### src/pfd_params.svh
// Address, mode code and field constants for the pixel format decoder.
`ifndef PFD_PARAMS_SVH
`define PFD_PARAMS_SVH

// Register indices on the plain register port.
`define PFD_ADDR_MODE   4'h0
`define PFD_ADDR_STAT   4'h1
`define PFD_RD_NONE     8'h00

// Reset value and mode codes of the DAC mode register.
`define PFD_MODE_RESET  8'h00
`define PFD_CODE_PAL    8'h00
`define PFD_CODE_GRAY   8'h01
`define PFD_CODE_332    8'h02
`define PFD_CODE_555_A  8'hc0
`define PFD_CODE_555_B  8'he0
`define PFD_CODE_MIX_A  8'hd0
`define PFD_CODE_MIX_B  8'hf0
`define PFD_CLKDBL_MASK 8'hcf
`define PFD_CLKDBL_VAL  8'h4a
`define PFD_DBL_BIT     5

// Pixel word field positions.
`define PFD_SEL_BIT     15
`define PFD_R5_HI       14
`define PFD_R5_LO       10
`define PFD_G5_HI       9
`define PFD_G5_LO       5
`define PFD_B5_HI       4
`define PFD_B5_LO       0
// Byte pixel field positions: palette index and the 3-3-2 split.
`define PFD_IDX_HI      7
`define PFD_IDX_LO      0
`define PFD_R3_HI       7
`define PFD_R3_LO       5
`define PFD_G3_HI       4
`define PFD_G3_LO       2
`define PFD_B2_HI       1
`define PFD_B2_LO       0
`define PFD_HI_BYTE     8'h00
`define PFD_LSB_PAD     2'h0

`endif

### src/pfd_pkg.sv
// Types shared by the pixel format decoder files.
package pfd_pkg;

	// Decoded pixel interpretation.
	typedef enum logic [2:0] {
		MODE_PAL,
		MODE_GRAY,
		MODE_332,
		MODE_555,
		MODE_MIX
	} pix_mode_t;

	// One colour palette entry, six bits per gun.
	typedef struct packed {
		logic [5:0] r;
		logic [5:0] g;
		logic [5:0] b;
	} pal_entry_t;

	// One colour presented to the three DACs.
	typedef struct packed {
		logic [7:0] r;
		logic [7:0] g;
		logic [7:0] b;
	} rgb_t;

endpackage : pfd_pkg

### src/field_justify.sv
// Left-justifies a narrow colour field into a DAC input byte.
`timescale 1ns/1ns
module field_justify
	import pfd_pkg::*;
#(
	parameter int W = 5
) (
	input  wire logic [W-1:0] field,
	output wire logic [7:0]   level
);

	// Low bits are zero filled; bit replication was not wanted here.
	assign level = 8'(field) << (8 - W);

endmodule : field_justify

### src/pixel_format_decoder.sv
// Pixel format decoder: mode register, byte pairing, palette and direct colour paths.
//
// Contract
// - Mode register zero selects palettized 8-bit mode.
// - Reset clears the mode register to zero.
// - Palette mode: byte indexes palette, entry drives DACs.
// - Grayscale: byte goes unchanged to all DACs.
// - 3-3-2: byte split directly into three fields.
// - Codes C0 or E0 select direct 5-5-5.
// - Direct 5-5-5: red high, blue low, bit15 unused.
// - Word pairs bytes: blue byte low, red byte high.
// - Codes D0 or F0 select 5-5-5 mix mode.
// - Mix, bit15 zero: lower bits are direct colour.
// - Mix, bit15 one: bits 7:0 index the palette.
// - Mode bit 5 doubles pixels in 16-bit modes.
// - Palette clock doubling code 01xx1010 is unsupported.
`timescale 1ns/1ns
`include "pfd_params.svh"
module pixel_format_decoder
	import pfd_pkg::*;
(
	input  wire logic       clk_sys,        // System clock, 25 MHz.
	input  wire logic       reset_n,        // Asynchronous reset, active low.
	input  wire logic [3:0] reg_addr,       // Register index.
	input  wire logic [7:0] reg_wdata,      // Register write data.
	input  wire logic       reg_wr,         // Write strobe, one cycle.
	input  wire logic       reg_rd,         // Read strobe, one cycle.
	output logic      [7:0] reg_rdata,      // Read data, the cycle after the strobe.
	input  wire logic       pix_valid,      // One display memory byte this cycle.
	input  wire logic [7:0] pix_data,       // Display memory byte.
	input  wire logic       pix_line_start, // This byte sits on an even address.
	output logic            pal_rd,         // Palette read request.
	output logic      [7:0] pal_index,      // Palette address.
	input  wire pal_entry_t pal_entry,      // Palette answer, same cycle as pal_rd.
	output logic            dac_valid,      // One colour for the DACs.
	output rgb_t            dac_rgb         // Colour to the DACs.
);

	// DAC mode register as software wrote it.
	logic [7:0] dac_mode_register_r;
	// Byte phase inside a 16-bit pixel: one means the low byte is held.
	logic       phase_r;
	// Held low (blue) byte of a 16-bit pixel.
	logic [7:0] lo_r;
	// Stage one: a pixel word with its interpretation.
	logic       s1_valid_r;
	logic [15:0] s1_word_r;
	pix_mode_t  s1_mode_r;
	logic       s1_dbl_r;
	// Palette request registers.
	logic       pal_rd_r;
	logic [7:0] pal_index_r;
	// Output stage.
	logic       rep_r;
	logic       dac_valid_r;
	rgb_t       dac_rgb_r;
	logic [7:0] reg_rdata_r;

	// Decoded interpretation of the current mode register.
	pix_mode_t  cur_mode;
	// Pixel doubling request from the mode register.
	logic       dbl_bit;
	// The register holds the unsupported palette clock doubling code.
	logic       clkdbl_code;
	// Current mode fetches two bytes per pixel.
	logic       wide_mode;
	// A whole pixel word is complete this cycle.
	logic       word_fire;
	logic [15:0] word_in;
	// Mode register write this cycle.
	logic       mode_wr;

	// Maps a register code onto a pixel interpretation.
	function automatic pix_mode_t decode_mode(input logic [7:0] code);
		pix_mode_t m;
		m = MODE_PAL;
		if (code == `PFD_CODE_555_A || code == `PFD_CODE_555_B) begin
			m = MODE_555;
		end else if (code == `PFD_CODE_MIX_A || code == `PFD_CODE_MIX_B) begin
			m = MODE_MIX;
		end else if (code == `PFD_CODE_GRAY) begin
			m = MODE_GRAY;
		end else if (code == `PFD_CODE_332) begin
			m = MODE_332;
		end
		// clock doubling ignored
		// Zero, the clock doubling code and unknown codes all fall to palette.
		return m;
	endfunction : decode_mode

	assign cur_mode    = decode_mode(dac_mode_register_r);
	assign dbl_bit     = dac_mode_register_r[`PFD_DBL_BIT];
	assign clkdbl_code = (dac_mode_register_r & `PFD_CLKDBL_MASK) == `PFD_CLKDBL_VAL;
	assign wide_mode   = (cur_mode == MODE_555) || (cur_mode == MODE_MIX);
	assign mode_wr     = reg_wr && (reg_addr == `PFD_ADDR_MODE);

	// Mode register; software writes it at any time.
	always_ff @(posedge clk_sys or negedge reset_n) begin
		if (!reset_n) begin
			dac_mode_register_r <= `PFD_MODE_RESET;
		end else if (mode_wr) begin
			dac_mode_register_r <= reg_wdata;
		end
	end

	// Register reads answer one cycle later and read zero otherwise.
	always_ff @(posedge clk_sys or negedge reset_n) begin
		if (!reset_n) begin
			reg_rdata_r <= `PFD_RD_NONE;
		end else if (reg_rd && reg_addr == `PFD_ADDR_MODE) begin
			reg_rdata_r <= dac_mode_register_r;
		end else if (reg_rd && reg_addr == `PFD_ADDR_STAT) begin
			// Status shows the live decode so software can see what took effect.
			reg_rdata_r <= {1'b0, clkdbl_code, dbl_bit && wide_mode, phase_r,
				1'b0, 3'(cur_mode)};
		end else begin
			reg_rdata_r <= `PFD_RD_NONE;
		end
	end

	// byte pairing order
	// The low address byte holds blue and arrives first.
	assign word_fire = pix_valid && (!wide_mode || (phase_r && !pix_line_start));
	assign word_in   = wide_mode ? {pix_data, lo_r} : {`PFD_HI_BYTE, pix_data};

	// Byte phase tracker; a line start realigns so an odd byte can never
	// leave the pairing skewed past the next line start.
	always_ff @(posedge clk_sys or negedge reset_n) begin
		if (!reset_n) begin
			phase_r <= 1'b0;
			lo_r    <= `PFD_HI_BYTE;
		end else if (mode_wr) begin
			// A mode change drops any half pixel.
			phase_r <= 1'b0;
		end else if (pix_valid && wide_mode) begin
			if (pix_line_start || !phase_r) begin
				phase_r <= 1'b1;
				lo_r    <= pix_data;
			end else begin
				phase_r <= 1'b0;
			end
		end else if (!wide_mode) begin
			phase_r <= 1'b0;
		end
	end

	// Stage one captures the word and its interpretation.
	always_ff @(posedge clk_sys or negedge reset_n) begin
		if (!reset_n) begin
			s1_valid_r <= 1'b0;
			s1_word_r  <= 16'h0000;
			s1_mode_r  <= MODE_PAL;
			s1_dbl_r   <= 1'b0;
		end else begin
			s1_valid_r <= word_fire;
			if (word_fire) begin
				s1_word_r <= word_in;
				s1_mode_r <= cur_mode;
				s1_dbl_r  <= dbl_bit && wide_mode;
			end
		end
	end

	// Palette requests go out beside stage one; the entry is used in that same cycle.
	always_ff @(posedge clk_sys or negedge reset_n) begin
		if (!reset_n) begin
			pal_rd_r    <= 1'b0;
			pal_index_r <= 8'h00;
		end else begin
			// mix palette index
			// Bit 15 selects the palette in mix mode; bits 14:8 are dropped.
			pal_rd_r <= word_fire && ((cur_mode == MODE_PAL) ||
				(cur_mode == MODE_MIX && word_in[`PFD_SEL_BIT]));
			if (word_fire) begin
				pal_index_r <= word_in[`PFD_IDX_HI:`PFD_IDX_LO];
			end
		end
	end

	assign pal_rd    = pal_rd_r;
	assign pal_index = pal_index_r;

	// Justified colour candidates for each path.
	logic [7:0] pal_lvl [3];
	logic [7:0] d5_lvl  [3];
	logic [7:0] r332_lvl;
	logic [7:0] g332_lvl;
	logic [7:0] b332_lvl;
	logic [5:0] pal_f   [3];
	logic [4:0] d5_f    [3];

	assign pal_f[0] = pal_entry.r;
	assign pal_f[1] = pal_entry.g;
	assign pal_f[2] = pal_entry.b;
	// red high blue low
	// Bit 15 is left out here, so direct colour never depends on it.
	assign d5_f[0]  = s1_word_r[`PFD_R5_HI:`PFD_R5_LO];
	assign d5_f[1]  = s1_word_r[`PFD_G5_HI:`PFD_G5_LO];
	assign d5_f[2]  = s1_word_r[`PFD_B5_HI:`PFD_B5_LO];

	// One justifier per gun for palette and direct paths.
	for (genvar c = 0; c < 3; c++) begin : g_gun
		field_justify #(.W(6)) u_pal (
			.field (pal_f[c]),
			.level (pal_lvl[c])
		);
		field_justify #(.W(5)) u_d5 (
			.field (d5_f[c]),
			.level (d5_lvl[c])
		);
	end

	field_justify #(.W(3)) u_r332 (
		.field (s1_word_r[`PFD_R3_HI:`PFD_R3_LO]),
		.level (r332_lvl)
	);
	field_justify #(.W(3)) u_g332 (
		.field (s1_word_r[`PFD_G3_HI:`PFD_G3_LO]),
		.level (g332_lvl)
	);
	field_justify #(.W(2)) u_b332 (
		.field (s1_word_r[`PFD_B2_HI:`PFD_B2_LO]),
		.level (b332_lvl)
	);

	// Colour chosen from stage one and the palette answer.
	rgb_t colour_nxt;

	always_comb begin
		colour_nxt = dac_rgb_r;
		case (s1_mode_r)
			MODE_PAL:  colour_nxt = '{pal_lvl[0], pal_lvl[1], pal_lvl[2]};
			MODE_GRAY: colour_nxt = {3{s1_word_r[`PFD_IDX_HI:`PFD_IDX_LO]}};
			MODE_332:  colour_nxt = '{r332_lvl, g332_lvl, b332_lvl};
			MODE_555:  colour_nxt = '{d5_lvl[0], d5_lvl[1], d5_lvl[2]};
			MODE_MIX: begin
				if (!s1_word_r[`PFD_SEL_BIT]) begin
					colour_nxt = '{d5_lvl[0], d5_lvl[1], d5_lvl[2]};
				end else begin
					colour_nxt = '{pal_lvl[0], pal_lvl[1], pal_lvl[2]};
				end
			end
			// An unknown interpretation holds the last colour.
			default:   colour_nxt = dac_rgb_r;
		endcase
	end

	// Output stage; a doubled pixel repeats the held colour for one cycle,
	// which fits because a 16-bit word needs two byte cycles anyway.
	always_ff @(posedge clk_sys or negedge reset_n) begin
		if (!reset_n) begin
			dac_valid_r <= 1'b0;
			dac_rgb_r   <= '0;
			rep_r       <= 1'b0;
		end else begin
			rep_r       <= s1_valid_r && s1_dbl_r;
			dac_valid_r <= s1_valid_r || rep_r;
			if (s1_valid_r) begin
				dac_rgb_r <= colour_nxt;
			end
		end
	end

	assign dac_valid = dac_valid_r;
	assign dac_rgb   = dac_rgb_r;
	assign reg_rdata = reg_rdata_r;

	reset_mode_a: assert property (@(posedge clk_sys)
		(reset_n && !$past(reset_n)) |-> dac_mode_register_r == `PFD_MODE_RESET)
		else $error("mode register not zero after reset");
	zero_palette_a: assert property (@(posedge clk_sys) disable iff (!reset_n)
		(dac_mode_register_r == `PFD_CODE_PAL && pix_valid) |=> pal_rd_r)
		else $error("zero mode did not request the palette");
	pal_lookup_a: assert property (@(posedge clk_sys) disable iff (!reset_n)
		(s1_valid_r && s1_mode_r == MODE_PAL) |=>
		dac_valid_r && dac_rgb_r.g == {$past(pal_entry.g), `PFD_LSB_PAD})
		else $error("palette entry not passed to the DACs");
	gray_copy_a: assert property (@(posedge clk_sys) disable iff (!reset_n)
		(pix_valid && cur_mode == MODE_GRAY && !mode_wr) |-> ##2
		dac_rgb_r.r == $past(pix_data, 2) && dac_rgb_r.b == $past(pix_data, 2))
		else $error("gray byte not on all DACs");
	split_332_a: assert property (@(posedge clk_sys) disable iff (!reset_n)
		(pix_valid && cur_mode == MODE_332 && !mode_wr) |-> ##2
		dac_rgb_r.r[7:5] == $past(pix_data[7:5], 2) &&
		dac_rgb_r.b[7:6] == $past(pix_data[1:0], 2) && !$past(pal_rd_r))
		else $error("3-3-2 split wrong");
	direct_code_a: assert property (@(posedge clk_sys) disable iff (!reset_n)
		(mode_wr && (reg_wdata == `PFD_CODE_555_A || reg_wdata == `PFD_CODE_555_B)) |=>
		cur_mode == MODE_555)
		else $error("direct code not decoded");
	mix_code_a: assert property (@(posedge clk_sys) disable iff (!reset_n)
		(mode_wr && (reg_wdata == `PFD_CODE_MIX_A || reg_wdata == `PFD_CODE_MIX_B)) |=>
		cur_mode == MODE_MIX)
		else $error("mix code not decoded");
	pair_order_a: assert property (@(posedge clk_sys) disable iff (!reset_n)
		(pix_valid && wide_mode && phase_r && !pix_line_start && !mode_wr) |=>
		s1_valid_r && s1_word_r == {$past(pix_data), $past(lo_r)})
		else $error("byte pairing order wrong");
	direct_555_a: assert property (@(posedge clk_sys) disable iff (!reset_n)
		(s1_valid_r && s1_mode_r == MODE_555) |=>
		dac_rgb_r.r[7:3] == $past(s1_word_r[14:10]) &&
		dac_rgb_r.b[7:3] == $past(s1_word_r[4:0]))
		else $error("direct 5-5-5 colour wrong");
	mix_direct_a: assert property (@(posedge clk_sys) disable iff (!reset_n)
		(s1_valid_r && s1_mode_r == MODE_MIX && !s1_word_r[15]) |->
		!pal_rd_r ##1 dac_rgb_r.g[7:3] == $past(s1_word_r[9:5]))
		else $error("mix direct pixel wrong");
	mix_index_a: assert property (@(posedge clk_sys) disable iff (!reset_n)
		(s1_valid_r && s1_mode_r == MODE_MIX && s1_word_r[15]) |->
		pal_rd_r && pal_index_r == s1_word_r[7:0])
		else $error("mix palette index wrong");
	pixel_double_a: assert property (@(posedge clk_sys) disable iff (!reset_n)
		(s1_valid_r && s1_dbl_r) |=> dac_valid_r ##1 (dac_valid_r && $stable(dac_rgb_r)))
		else $error("doubled pixel not repeated");
	clk_double_a: assert property (@(posedge clk_sys) disable iff (!reset_n)
		clkdbl_code |-> cur_mode == MODE_PAL)
		else $error("clock doubling code changed the mode");

endmodule : pixel_format_decoder

### config.mk
export PLATFORM = sky130hd
export DESIGN_NAME = pixel_format_decoder
export DESIGN_NICKNAME = d
export VERILOG_FILES = /design/src/pfd_pkg.sv /design/src/field_justify.sv /design/src/pixel_format_decoder.sv
export VERILOG_INCLUDE_DIRS = /design/src
export SDC_FILE = /design/constraint.sdc
export NUM_CORES = 1
export LEC_CHECK = 0
export ABC_AREA = 1
export ABC_CLOCK_PERIOD_IN_PS = 1800
export BUFFER_PORTS_ARGS = -buffer_cell sky130_fd_sc_hd__buf_2
export CORE_MARGIN = 5
export CORE_UTILIZATION = 25
export DETAILED_ROUTE_END_ITERATION = 16
export PLACE_DENSITY = 0.49
export SYNTH_ARGS = -nofsm -noshare
export SYNTH_HDL_FRONTEND = slang
export SYNTH_HIERARCHICAL = 1
export SYNTH_SLANG_ARGS = --single-unit
### constraint.sdc
create_clock -name clk_sys -period 1.8 [get_ports clk_sys]
set_input_delay 0.27 -clock clk_sys [delete_from_list [all_inputs] [get_ports clk_sys]]
set_output_delay 0.27 -clock clk_sys [all_outputs]
set_load 0.05 [all_outputs]
After elaboration in Yosys (flattened, before gate mapping)

Cells that the tools add are included.

Input bits: 44
Output and inout port bits: 42
Register bits after elaboration: 81

Reductions and logical operators: 26
Eq/ne operators: 15
Bitwise operators: 1
Muxes and demuxes: 13

Operators with widths:

| operator                                       | number |
|---|---|
| one-hot mux 24 bit (5 select lines)            | 1 |
| == test 8 bit (second input constant)          | 4 |
| 2-to-1 mux 24 bit                              | 1 |
| 2-to-1 mux 16 bit                              | 1 |
| logical AND 1 bit                              | 10 |
| == test 3 x 2 -> 1 bit (second input constant) | 3 |
| 2-to-1 mux 3 bit                               | 3 |
| == test 8 x 1 -> 1 bit (second input constant) | 1 |
| == test 8 x 2 -> 1 bit (second input constant) | 1 |
| 2-to-1 mux 8 bit                               | 1 |
| logical OR 1 bit                               | 7 |
| 2-to-1 mux 7 bit                               | 1 |
| == test 3 bit (second input constant)          | 2 |
| == test 6 x 5 -> 1 bit (second input constant) | 1 |
| zero test 3 bit                                | 2 |
| nonzero test 5 bit                             | 1 |
| == test 4 x 1 -> 1 bit (second input constant) | 1 |
| zero test 4 bit                                | 1 |
| 2-to-1 mux 1 bit                               | 4 |
| == test 3 x 1 -> 1 bit (second input constant) | 1 |
| zero test 1 bit                                | 3 |
| != test 3 x 1 -> 1 bit (second input constant) | 1 |
| AND reduction 3 bit                            | 1 |
| 2-to-1 mux 2 bit                               | 1 |
| 2 further kinds                                | 2 |

Depth between registers and ports, before layout

Gate-level depths: netlist of run 1.

Word-level depth: 11
Gate-level depth with buffers: 9

By module

The synthesis of run 1 kept the hierarchy.

By module, submodules not included:

| module               | cells an instance | area each (um^2) | instances |
|---|---|---|---|
| pixel_format_decoder | 538               | 3,935.0          | 1 |
| field_justify        | 9                 | 63.8             | 9 |

Worst setup path before layout of run 1

Ideal clock, no wire load.

Path type: flip-flop to flip-flop
Start: register dac_mode_register_r[2]
End: register s1_dbl_r
Slack: 0.453 ns
Clock period less this slack: 1.347 ns
Data required time: 1.679 ns
Data arrival time: 1.226 ns
Buffers on the path: 2
Stages on the path, launching flop included: 9
Cells stage by stage: dfrtp_1 nor2_2 nand2_2 nor2_8 buf_8 nand2_4 nand2_8 buf_12 o21ai_1

Cells in the longest elaborated chain, start to end: 10
Elaborated cells between the ends (all ways): 19

Ends and longest elaborated chain:

| what                                                    | RTL line                    | RTL |
|---|---|---|
| from (decl)                                             | pixel_format_decoder.sv:40  | `logic [7:0] dac_mode_register_r;` |
| from (signal assigned)                                  | pixel_format_decoder.sv:100 | `` dac_mode_register_r <= `PFD_MODE_RESET; `` |
| from (signal assigned)                                  | pixel_format_decoder.sv:102 | `dac_mode_register_r <= reg_wdata;` |
| == test 8 x 2 -> 1 bit (no line)                        | -                           |  |
| 2-to-1 mux 2 bit                                        | pixel_format_decoder.sv:83  | `` end else if (code == `PFD_CODE_332) begin `` |
| 2-to-1 mux 3 bit                                        | pixel_format_decoder.sv:81  | `` end else if (code == `PFD_CODE_GRAY) begin `` |
| 2-to-1 mux 3 bit                                        | pixel_format_decoder.sv:79  | `` end else if (code == `PFD_CODE_MIX_A \|\| code == `PFD_CODE_MIX_B) begin `` |
| 2-to-1 mux 3 bit *                                      | pixel_format_decoder.sv:77  | `` if (code == `PFD_CODE_555_A \|\| code == `PFD_CODE_555_B) begin `` |
| == test 3 x 2 -> 1 bit or == test 3 bit (tied branches) | pixel_format_decoder.sv:94  | `assign wide_mode = (cur_mode == MODE_555) \|\| (cur_mode == MODE_MIX);` |
| logical OR 1 bit *                                      | pixel_format_decoder.sv:94  |  |
| zero test 1 bit                                         | -                           |  |
| logical OR 1 bit                                        | pixel_format_decoder.sv:123 | `assign word_fire = pix_valid && (!wide_mode \|\| (phase_r && !pix_line_start));` |
| logical AND 1 bit                                       | pixel_format_decoder.sv:123 |  |
| to (signal assigned)                                    | pixel_format_decoder.sv:159 | `s1_dbl_r <= dbl_bit && wide_mode;` |
| to (decl)                                               | pixel_format_decoder.sv:49  | `logic s1_dbl_r;` |

Mark *: on every way between the ends. The rest lies on a longest branch, timed or not.
A chain may end at the register's enable or synchronous reset.

Final worst setup path of run 1

Start: register dac_mode_register_r[2]
End: register lo_r[4]

Cells in the longest elaborated chain, start to end: 9
Elaborated cells between the ends (all ways): 17

Ends and longest elaborated chain:

| what                                                    | RTL line                    | RTL |
|---|---|---|
| == test 8 x 2 -> 1 bit (no line)                        | -                           |  |
| 2-to-1 mux 2 bit                                        | pixel_format_decoder.sv:83  |  |
| 2-to-1 mux 3 bit                                        | pixel_format_decoder.sv:81  |  |
| 2-to-1 mux 3 bit                                        | pixel_format_decoder.sv:79  |  |
| 2-to-1 mux 3 bit *                                      | pixel_format_decoder.sv:77  |  |
| == test 3 x 2 -> 1 bit or == test 3 bit (tied branches) | pixel_format_decoder.sv:94  |  |
| logical OR 1 bit *                                      | pixel_format_decoder.sv:94  |  |
| logical AND 1 bit *                                     | pixel_format_decoder.sv:135 | `end else if (pix_valid && wide_mode) begin` |
| AND reduction 3 bit (no line) *                         | -                           |  |
| to (signal assigned)                                    | pixel_format_decoder.sv:131 | `` lo_r <= `PFD_HI_BYTE; `` |
| to (signal assigned)                                    | pixel_format_decoder.sv:138 | `lo_r <= pix_data;` |
| to (decl)                                               | pixel_format_decoder.sv:44  | `logic [7:0] lo_r;` |

Marks and branches as above.

==> key figures, run 1 <==
STA
  – Crit share post-route: 0.893
  – Fmax achieved: 0.622 GHz
  – RSZ-0062 raised after global routing: false
  – Setup TNS: 0 ns
  – Pins Over Slew Limit: 0
  – Skew final: approximately 0.014 ns
  – Final setup fails: 0
  – Rel. slew slack: 0.658
  – Final hold violations: 0
  – Worst slew pin tran: about 0.51 ns
  – Clock period minus worst slack: between 1.5 and 2 ns

Clocking
  – Number of buffers created by CTS: 9
  – Post-CTS Setup Bufs: 0
  – CTS clk-pin slew, worst paths: ~0.07 ns
  – Latest clock arrival within the worst-skew pair: between 0.3 and 0.4 ns
  – TritonCTS clock tree: yes
  – Clock root buffer: clkbuf_16
  – Max Buffers Root-to-Sink: 2
  – H-tree depth: 3
  – Clock Sinks: 73

Route
  – Via count: 3,495
  – Wirelength per Cell: ~12 um
  – Pre-Repair DR Iteration Count: 6
  – DRT antenna net count: 0
  – Drt initial violations: around 220
  – Vias per cell: about 4
  – Drt total wl: 10,700 um
  – DR DRC count: 0

Critical path
  – CP Data Arrival Time: 1.83 ns
  – Reg-to-Reg Start: dac_mode_register_r[2]
  – CP Capture Type: register
  – Setup crit start kind: register
  – Crit. Startpoint: dac_mode_register_r[2]
  – Crit path kind: register to register
  – CP max FO: 22
  – Critical Path RT: between 2 and 2.5 ns

Synth
  – Cells after synthesis: slightly above 600
  – Ys Warns: 6
  – Cell variety after synth: 30
  – Synth Cell Area: between 4000 and 5000 sq um
  – Seq cells post-synth: 73
  – Sequential fraction of the synthesis area: 0.405
  – Syn Area/Cell: 7.28 sq um

Power and ir drop
  – Total power: between 4000 and 5000 uW
  – P_leak: roughly 0.0027 uW
  – Pwr Density: approximately 890 nW/um^2
  – Peak VDD IR: ~420 uV

Layout
  – Layout net count: 689
  – Fin area: 5010 sq um
  – Fin util: 0.281
  – Ant. Diodes: 0
  – Layout cells sized above 1: 0.206
  – Synth-to-layout area growth: 11.1%

Worst hold path
  – HP Start: reg_wdata[6]
  – Hold WC Path Type: input pin to register

Placement
  – Placed Area: about 4700 sq um
  – IO Port Bufs: 85
  – GPL Wtd Cong: 0.780
  – HPWL Detailed: 7780 um

Floorplan
  – IO Pins: 86
  – Core area: between 15,000 and 20,000 sq um
  – Die Area: roughly 21,000 sq um
  – Die Wd: between 100 and 150 um
  – # rows: 49
  – Die Y: about 140 um
  – Starting density of the core: 0.253

Flow run
  – Max Cap Violations: 0

Global route
  – Initial antenna violation count: 0
  – Global-route wire length before repair: about 18,000 um
  – Largest net degree at the start of global routing: 49
  – Vias in the first global route: about 3,400
  – GRT Overall Usage: 0.108
  – Overflow after GRT: 0

Status
  – Status: complete, no violations
==> worst max-delay path: stages (launching register included) <==
cell	delay, ns
dfrtp_1	0.40
nor2_2	0.18
nand2_2	0.12
nor2_8	0.29
nand4_4	0.28
nand2_1	0.12
o21ai_0	0.08
==> synthesized netlist by cell type <==
library cell,n,area [sq um]
buf_1,2,7.51
nor2_1,91,342
o22ai_1,4,25.0
o21ai_1,2,10.0
o21ai_0,28,140
inv_1,49,184
nand4_4,1,21.3
nand2_4,1,11.3
a21oi_1,8,40.0
o21a_1,1,7.51
nand3_2,1,10.0
a21oi_4,1,16.3
nand4_1,34,213
inv_2,2,7.51
nand2_1,183,687
clkbuf_1,4,15.0
buf_12,1,20.0
buf_8,1,15.0
buf_6,1,11.3
nor2_8,1,20.0
nor2_2,1,6.26
nand2_2,11,68.8
nand2_8,1,20.0
buf_2,12,60.1
nand3_1,9,45.0
buf_4,83,623
dfrtp_1,73,1830
or2_2,2,12.5
conb_1,9,33.8
nor3_1,2,10.0
==> worst paths after layout <==
| check | cells after the start | slack [ns] | end |
|---|---|---|---|
| max reg2reg | 6 | 0.19 | lo_r[4] |
| min reg2reg | 1 | 0.43 | dac_valid |
| max in group asynchronous | 3 | 0.85 | dac_mode_register_r[5] |
| min | 3 | 0.17 | dac_mode_register_r[6] |
| min in group asynchronous | 2 | 0.45 | dac_rgb[1] |
| max | 6 | 0.19 | lo_r[4] |
==> routing by layer <==
metal,part of all wire,wire [um],track usage,vias up
li1,-,-,-,1870
met1,0.50,5350,0.156,1536
met2,0.43,4590,0.158,80
met3,0.057,604,0.0281,9
met4,0.013,138,0.0339,0
met5,0,0,0,-
==> cell usage in the layout, fill, tap and decap left out, types with 2 or more instances in the layout <==
cell type and n:
o21ai_1 2, nand3_1 9, dfrtp_1 73, inv_2 2
buf_2 84, nand4_1 34, nand2_1 183, o21ai_0 28
inv_6 4, a21oi_1 8, conb_1 31, nor3_1 2
o22ai_1 4, inv_1 49, nand2_2 10, buf_12 4
or2_2 2, nand2_4 2, buf_4 8, clkinv_4 2
nor2_1 91, clkbuf_16 9
==> kinds of logic (layout without fill, tap and decap cells) <==
| family | count (synthesis) | in the layout | synth area share |
|---|---|---|---|
| buffers and inverters | 155 | 164 | 0.209 |
| flip-flops | 73 | 73 | 0.405 |
| AO/OA/AOI/OAI | 44 | 44 | 0.0530 |
| other | 9 | 31 | 0.00749 |
| AND/OR/NAND/NOR | 338 | 338 | 0.325 |
==> flip-flops by register name, indices dropped and copies added, names as in the netlist <==
| name | count |
|---|---|
| dac_rgb | 24 |
| s1_word_r | 16 |
| dac_mode_register_r | 8 |
| lo_r | 8 |
| reg_rdata | 8 |
| s1_mode_r | 3 |
| dac_valid | 1 |
| pal_rd | 1 |
| phase_r | 1 |
| rep_r | 1 |
| s1_dbl_r | 1 |
| s1_valid_r | 1 |
==> repair_timing <==
item,CTS,global route
hold buffers,1,0
resized for setup,0,1
hold endpoints to repair,33,0
setup endpoints to repair,0,4
==> cell type report <==
type                    instances  area (sq um)
flip-flops and latches         73          1830
well taps                     229           287
repair buffers                 97           571
fillers                      1990         12800
clock buffers                   9           225
clock inverters                 7          82.6
inverters                      51           191
multi-input cells             413          1830
==> power by group <==
| part | switching [uW] | internal (uW) | total, uW | leakage, uW |
|---|---|---|---|---|
| Clock | 771 | 1100 | 1870 | 0.000151 |
| Combinational | 539 | 193 | 733 | 0.00168 |
| Sequential | 94.6 | 1760 | 1860 | 0.000901 |
| Total | 1400 | 3050 | 4460 | 0.00274 |
==> through the flow <==
stage	hold WS, ns	std cells	setup WS [ns]
after floorplan	-0.0256	641	0.453
after global placement	0.284	862	0.186
after detailed placement	0.288	862	0.199
after CTS	0.154	879	0.179
after global routing	0.163	879	0.00870
final	0.167	879	0.193
Note: power is estimated with default switching activity, not from simulation.
==> run 2: changes to the inputs <==
--- a/config.mk
+++ b/config.mk
@@ -7,7 +7,7 @@
 export NUM_CORES = 1
 export LEC_CHECK = 0
 export ABC_AREA = 1
-export ABC_CLOCK_PERIOD_IN_PS = 1800
+export ABC_CLOCK_PERIOD_IN_PS = 1510
 export BUFFER_PORTS_ARGS = -buffer_cell sky130_fd_sc_hd__buf_2
 export CORE_MARGIN = 5
 export CORE_UTILIZATION = 25
@@ -17,3 +17,4 @@
 export SYNTH_HDL_FRONTEND = slang
 export SYNTH_HIERARCHICAL = 1
 export SYNTH_SLANG_ARGS = --single-unit
+export TNS_END_PERCENT = 1
==> constraint.sdc (replaced) <==
create_clock -name clk_sys -period 1.51 [get_ports clk_sys]
set_input_delay 0.2265 -clock clk_sys [delete_from_list [all_inputs] [get_ports clk_sys]]
set_output_delay 0.2265 -clock clk_sys [all_outputs]
set_load 0.05 [all_outputs]
==> run 2 against run 1 <==
  * Sequential power grew 19%
  * Non-clock buffer count grew 8
  * Clock skew is 0.0074 ns lower
  * Sequential share of layout area shrank 0.98 points
  * Largest power group is now registers
==> key figures, run 2 (synthesis results as in run 1) <==
Placement
  – Placed Area: 4750 sq um (+1.4%)
  – GPL Wtd Cong: 0.752 (-3.5%)
  – HPWL Detailed: 7920 um (+1.8%)
  – IO Port Bufs: 85 (unchanged)

Layout
  – Fin area: 5150 sq um (+2.7%)
  – Most common cell after layout, fill and taps aside: nand2_1
  – Ant. Diodes: 0 (unchanged)
  – Fin util: 0.289 (+0.00771)
  – Max FFs per register: 24 (unchanged)
  – Layout cells sized above 1: 0.224 (+0.0181)
  – Most frequent cells in the layout: nand2_1 (181), nor2_1 (90), buf_2 (84)
  – Layout net count: 699 (+1.5%)
  – Synth-to-layout area growth: 14.2%

Clocking
  – Clock Sinks: 73 (unchanged)
  – H-tree depth: 3 (unchanged)
  – Max Buffers Root-to-Sink: 2 (unchanged)
  – Clock root buffer: clkbuf_16
  – Number of buffers created by CTS: 9 (unchanged)
  – TritonCTS clock tree: yes
  – CTS clk-pin slew, worst paths: 0.06 ns (about the same)
  – Latest clock arrival within the worst-skew pair: 0.35 ns (about the same)

STA
  – Fmax achieved: 0.682 GHz (+9.6%)
  – Crit share post-route: 0.971 (+0.0786)
  – Final setup fails: 0 (unchanged)
  – Final hold violations: 0 (unchanged)
  – Pins Over Slew Limit: 0 (unchanged)
  – Hold Slack: 0.128 ns (-0.0396 ns)
  – Setup TNS: 0 ns (unchanged)
  – Clock period minus worst slack: 1.47 ns (-0.140 ns)
  – Skew final: 0.00649 ns (-0.00736 ns)
  – RSZ-0062 raised after global routing: true

Route
  – Drt initial violations: 199 (-7.4%)
  – DR DRC count: 0 (unchanged)
  – DRT antenna net count: 0 (unchanged)
  – Drt total wl: 11,200 um (+4.5%)
  – Wirelength per Cell: 12.6 um (+3.3%)
  – Vias per cell: 4.00 (+0.66%)
  – Pre-Repair DR Iteration Count: 4 (-2)
  – Via count: 3,558 (+1.8%)

Power and ir drop
  – Pwr Density: 1040 nW/um^2 (+16%)
  – Sw Share: 0.310 (-0.00505)
  – Share of total power in combinational logic: 0.170 (+0.006)
  – Sw Pwr: 1650 uW (+18%)
  – Clock power frac: 0.415 (-0.004)
  – Peak VDD IR: 482 uV (+15%)
  – Internal power: 3680 uW (+20%)
  – Reg power frac: 0.415 (-0.002)
  – P_leak: 0.00279 uW (+2.1%)

Critical path
  – Crit path kind: register to register
  – FF-to-FF End: s1_word_r[7]
  – CP max FO: 16 (-27%)
  – CP Capture Type: register
  – Crit. Startpoint: dac_mode_register_r[3]
  – Critical Path RT: 1.75 ns (-0.27 ns)
  – R2R cell count: 8 (+2)
  – Setup crit start kind: register
  – R2R setup slack: 0.04 ns (-0.15 ns)
  – Reg-to-Reg Start: dac_mode_register_r[3]
  – CP Data Arrival Time: 1.70 ns (-0.13 ns)

Worst hold path
  – Cells on Worst Hold Path: 3 (unchanged)
  – HP Start: reg_wdata[4]
  – Hold WC Path Type: input pin to register
  – Hold Path End: dac_mode_register_r[4]

Floorplan
  – Starting density of the core: 0.253 (unchanged)
  – # rows: 49 (unchanged)
  – Die Wd: 144 um (unchanged)
  – Core area: 17,800 sq um (unchanged)
  – Die Y: 144 um (unchanged)
  – IO Pins: 86 (unchanged)
  – Die Area: 20,800 sq um (unchanged)

Global route
  – GRT Overall Usage: 0.109 (+0.000638)
  – Largest net degree at the start of global routing: 49 (unchanged)
  – Overflow after GRT: 0 (unchanged)
  – Initial antenna violation count: 0 (unchanged)
  – Vias in the first global route: 3,341 (-1.4%)
  – Global-route wire length before repair: 17,500 um (-1.1%)

Status
  – Status: complete, no violations

Flow run
  – Max Cap Violations: 0 (unchanged)
[run 2: cell types whose count changed in the layout (fill, tap and decap cells not counted), sizes merged]
cell      change
buf           +8
clkinvlp      +4
inv           -4
clkbuf        +1
clkinv        -1
nand2         +1
nand4         +1
[run 2: power by group through the flow]
stage / clock [uW] / combinational [uW] / sequential [uW]
2_1_floorplan: 0 / 540 / 2460
5_1_grt: 2360 / 1000 / 2240
3_3_place_gp: 0 / 901 / 2250
6_report: 2210 / 905 / 2210
3_5_place_dp: 0 / 906 / 2250
4_1_cts: 2290 / 910 / 2220
[run 2: cell type report]
| cell class | count | area [sq um] |
|---|---|---|
| clock buffers | 10 | 239 |
| clock inverters | 6 | 66.3 |
| fillers | 2009 | 12700 |
| inverters | 51 | 195 |
| multi-input cells | 415 | 1860 |
| flip-flops and latches | 73 | 1830 |
| well taps | 229 | 287 |
| repair buffers | 105 | 672 |
[run 2: worst max-delay path, stage by stage (launching register included)]
cell     delay [ns]
dfrtp_1        0.39
nor2_2         0.16
nand2_2        0.11
nor2_8         0.19
buf_6          0.16
a21oi_4        0.06
buf_12         0.15
nand2_1        0.08
nand2_1        0.05
[run 2: worst max path at each step]
stage / to / depth (start not counted)
floorplan: s1_dbl_r / 8
global placement: dac_rgb[1] / 8
detailed placement: s1_word_r[14] / 5
CTS: s1_word_r[9] / 5
global route: s1_word_r[11] / 8
finish: s1_word_r[7] / 8
[run 2: routing by layer]
metal  wire length (um)  share of wire  vias to the layer above  GRT usage
met5                  0              0                        -          0
met4                256          0.023                        0     0.0545
met3                516          0.046                       12     0.0218
met2               4900           0.44                       71      0.163
met1               5490           0.49                     1584      0.150
li1                   -              -                     1891          -
[run 2: per-stage QoR]
stage | setup slack, ns | instances | power (uW)
after floorplan | 0.163 | 641 | 3000
after global placement | 0.114 | 866 | 3150
after detailed placement | 0.0753 | 866 | 3160
after CTS | 0.0590 | 883 | 5410
after global routing | -0.0456 | 889 | 5600
final | 0.0433 | 889 | 5330
[run 2: repair_timing]
item,in CTS,in global routing
hold buffers,1,0
resized for setup,0,13
endpoints found under the hold margin,20,0
endpoints found under the setup margin,0,28
setup buffers,0,4
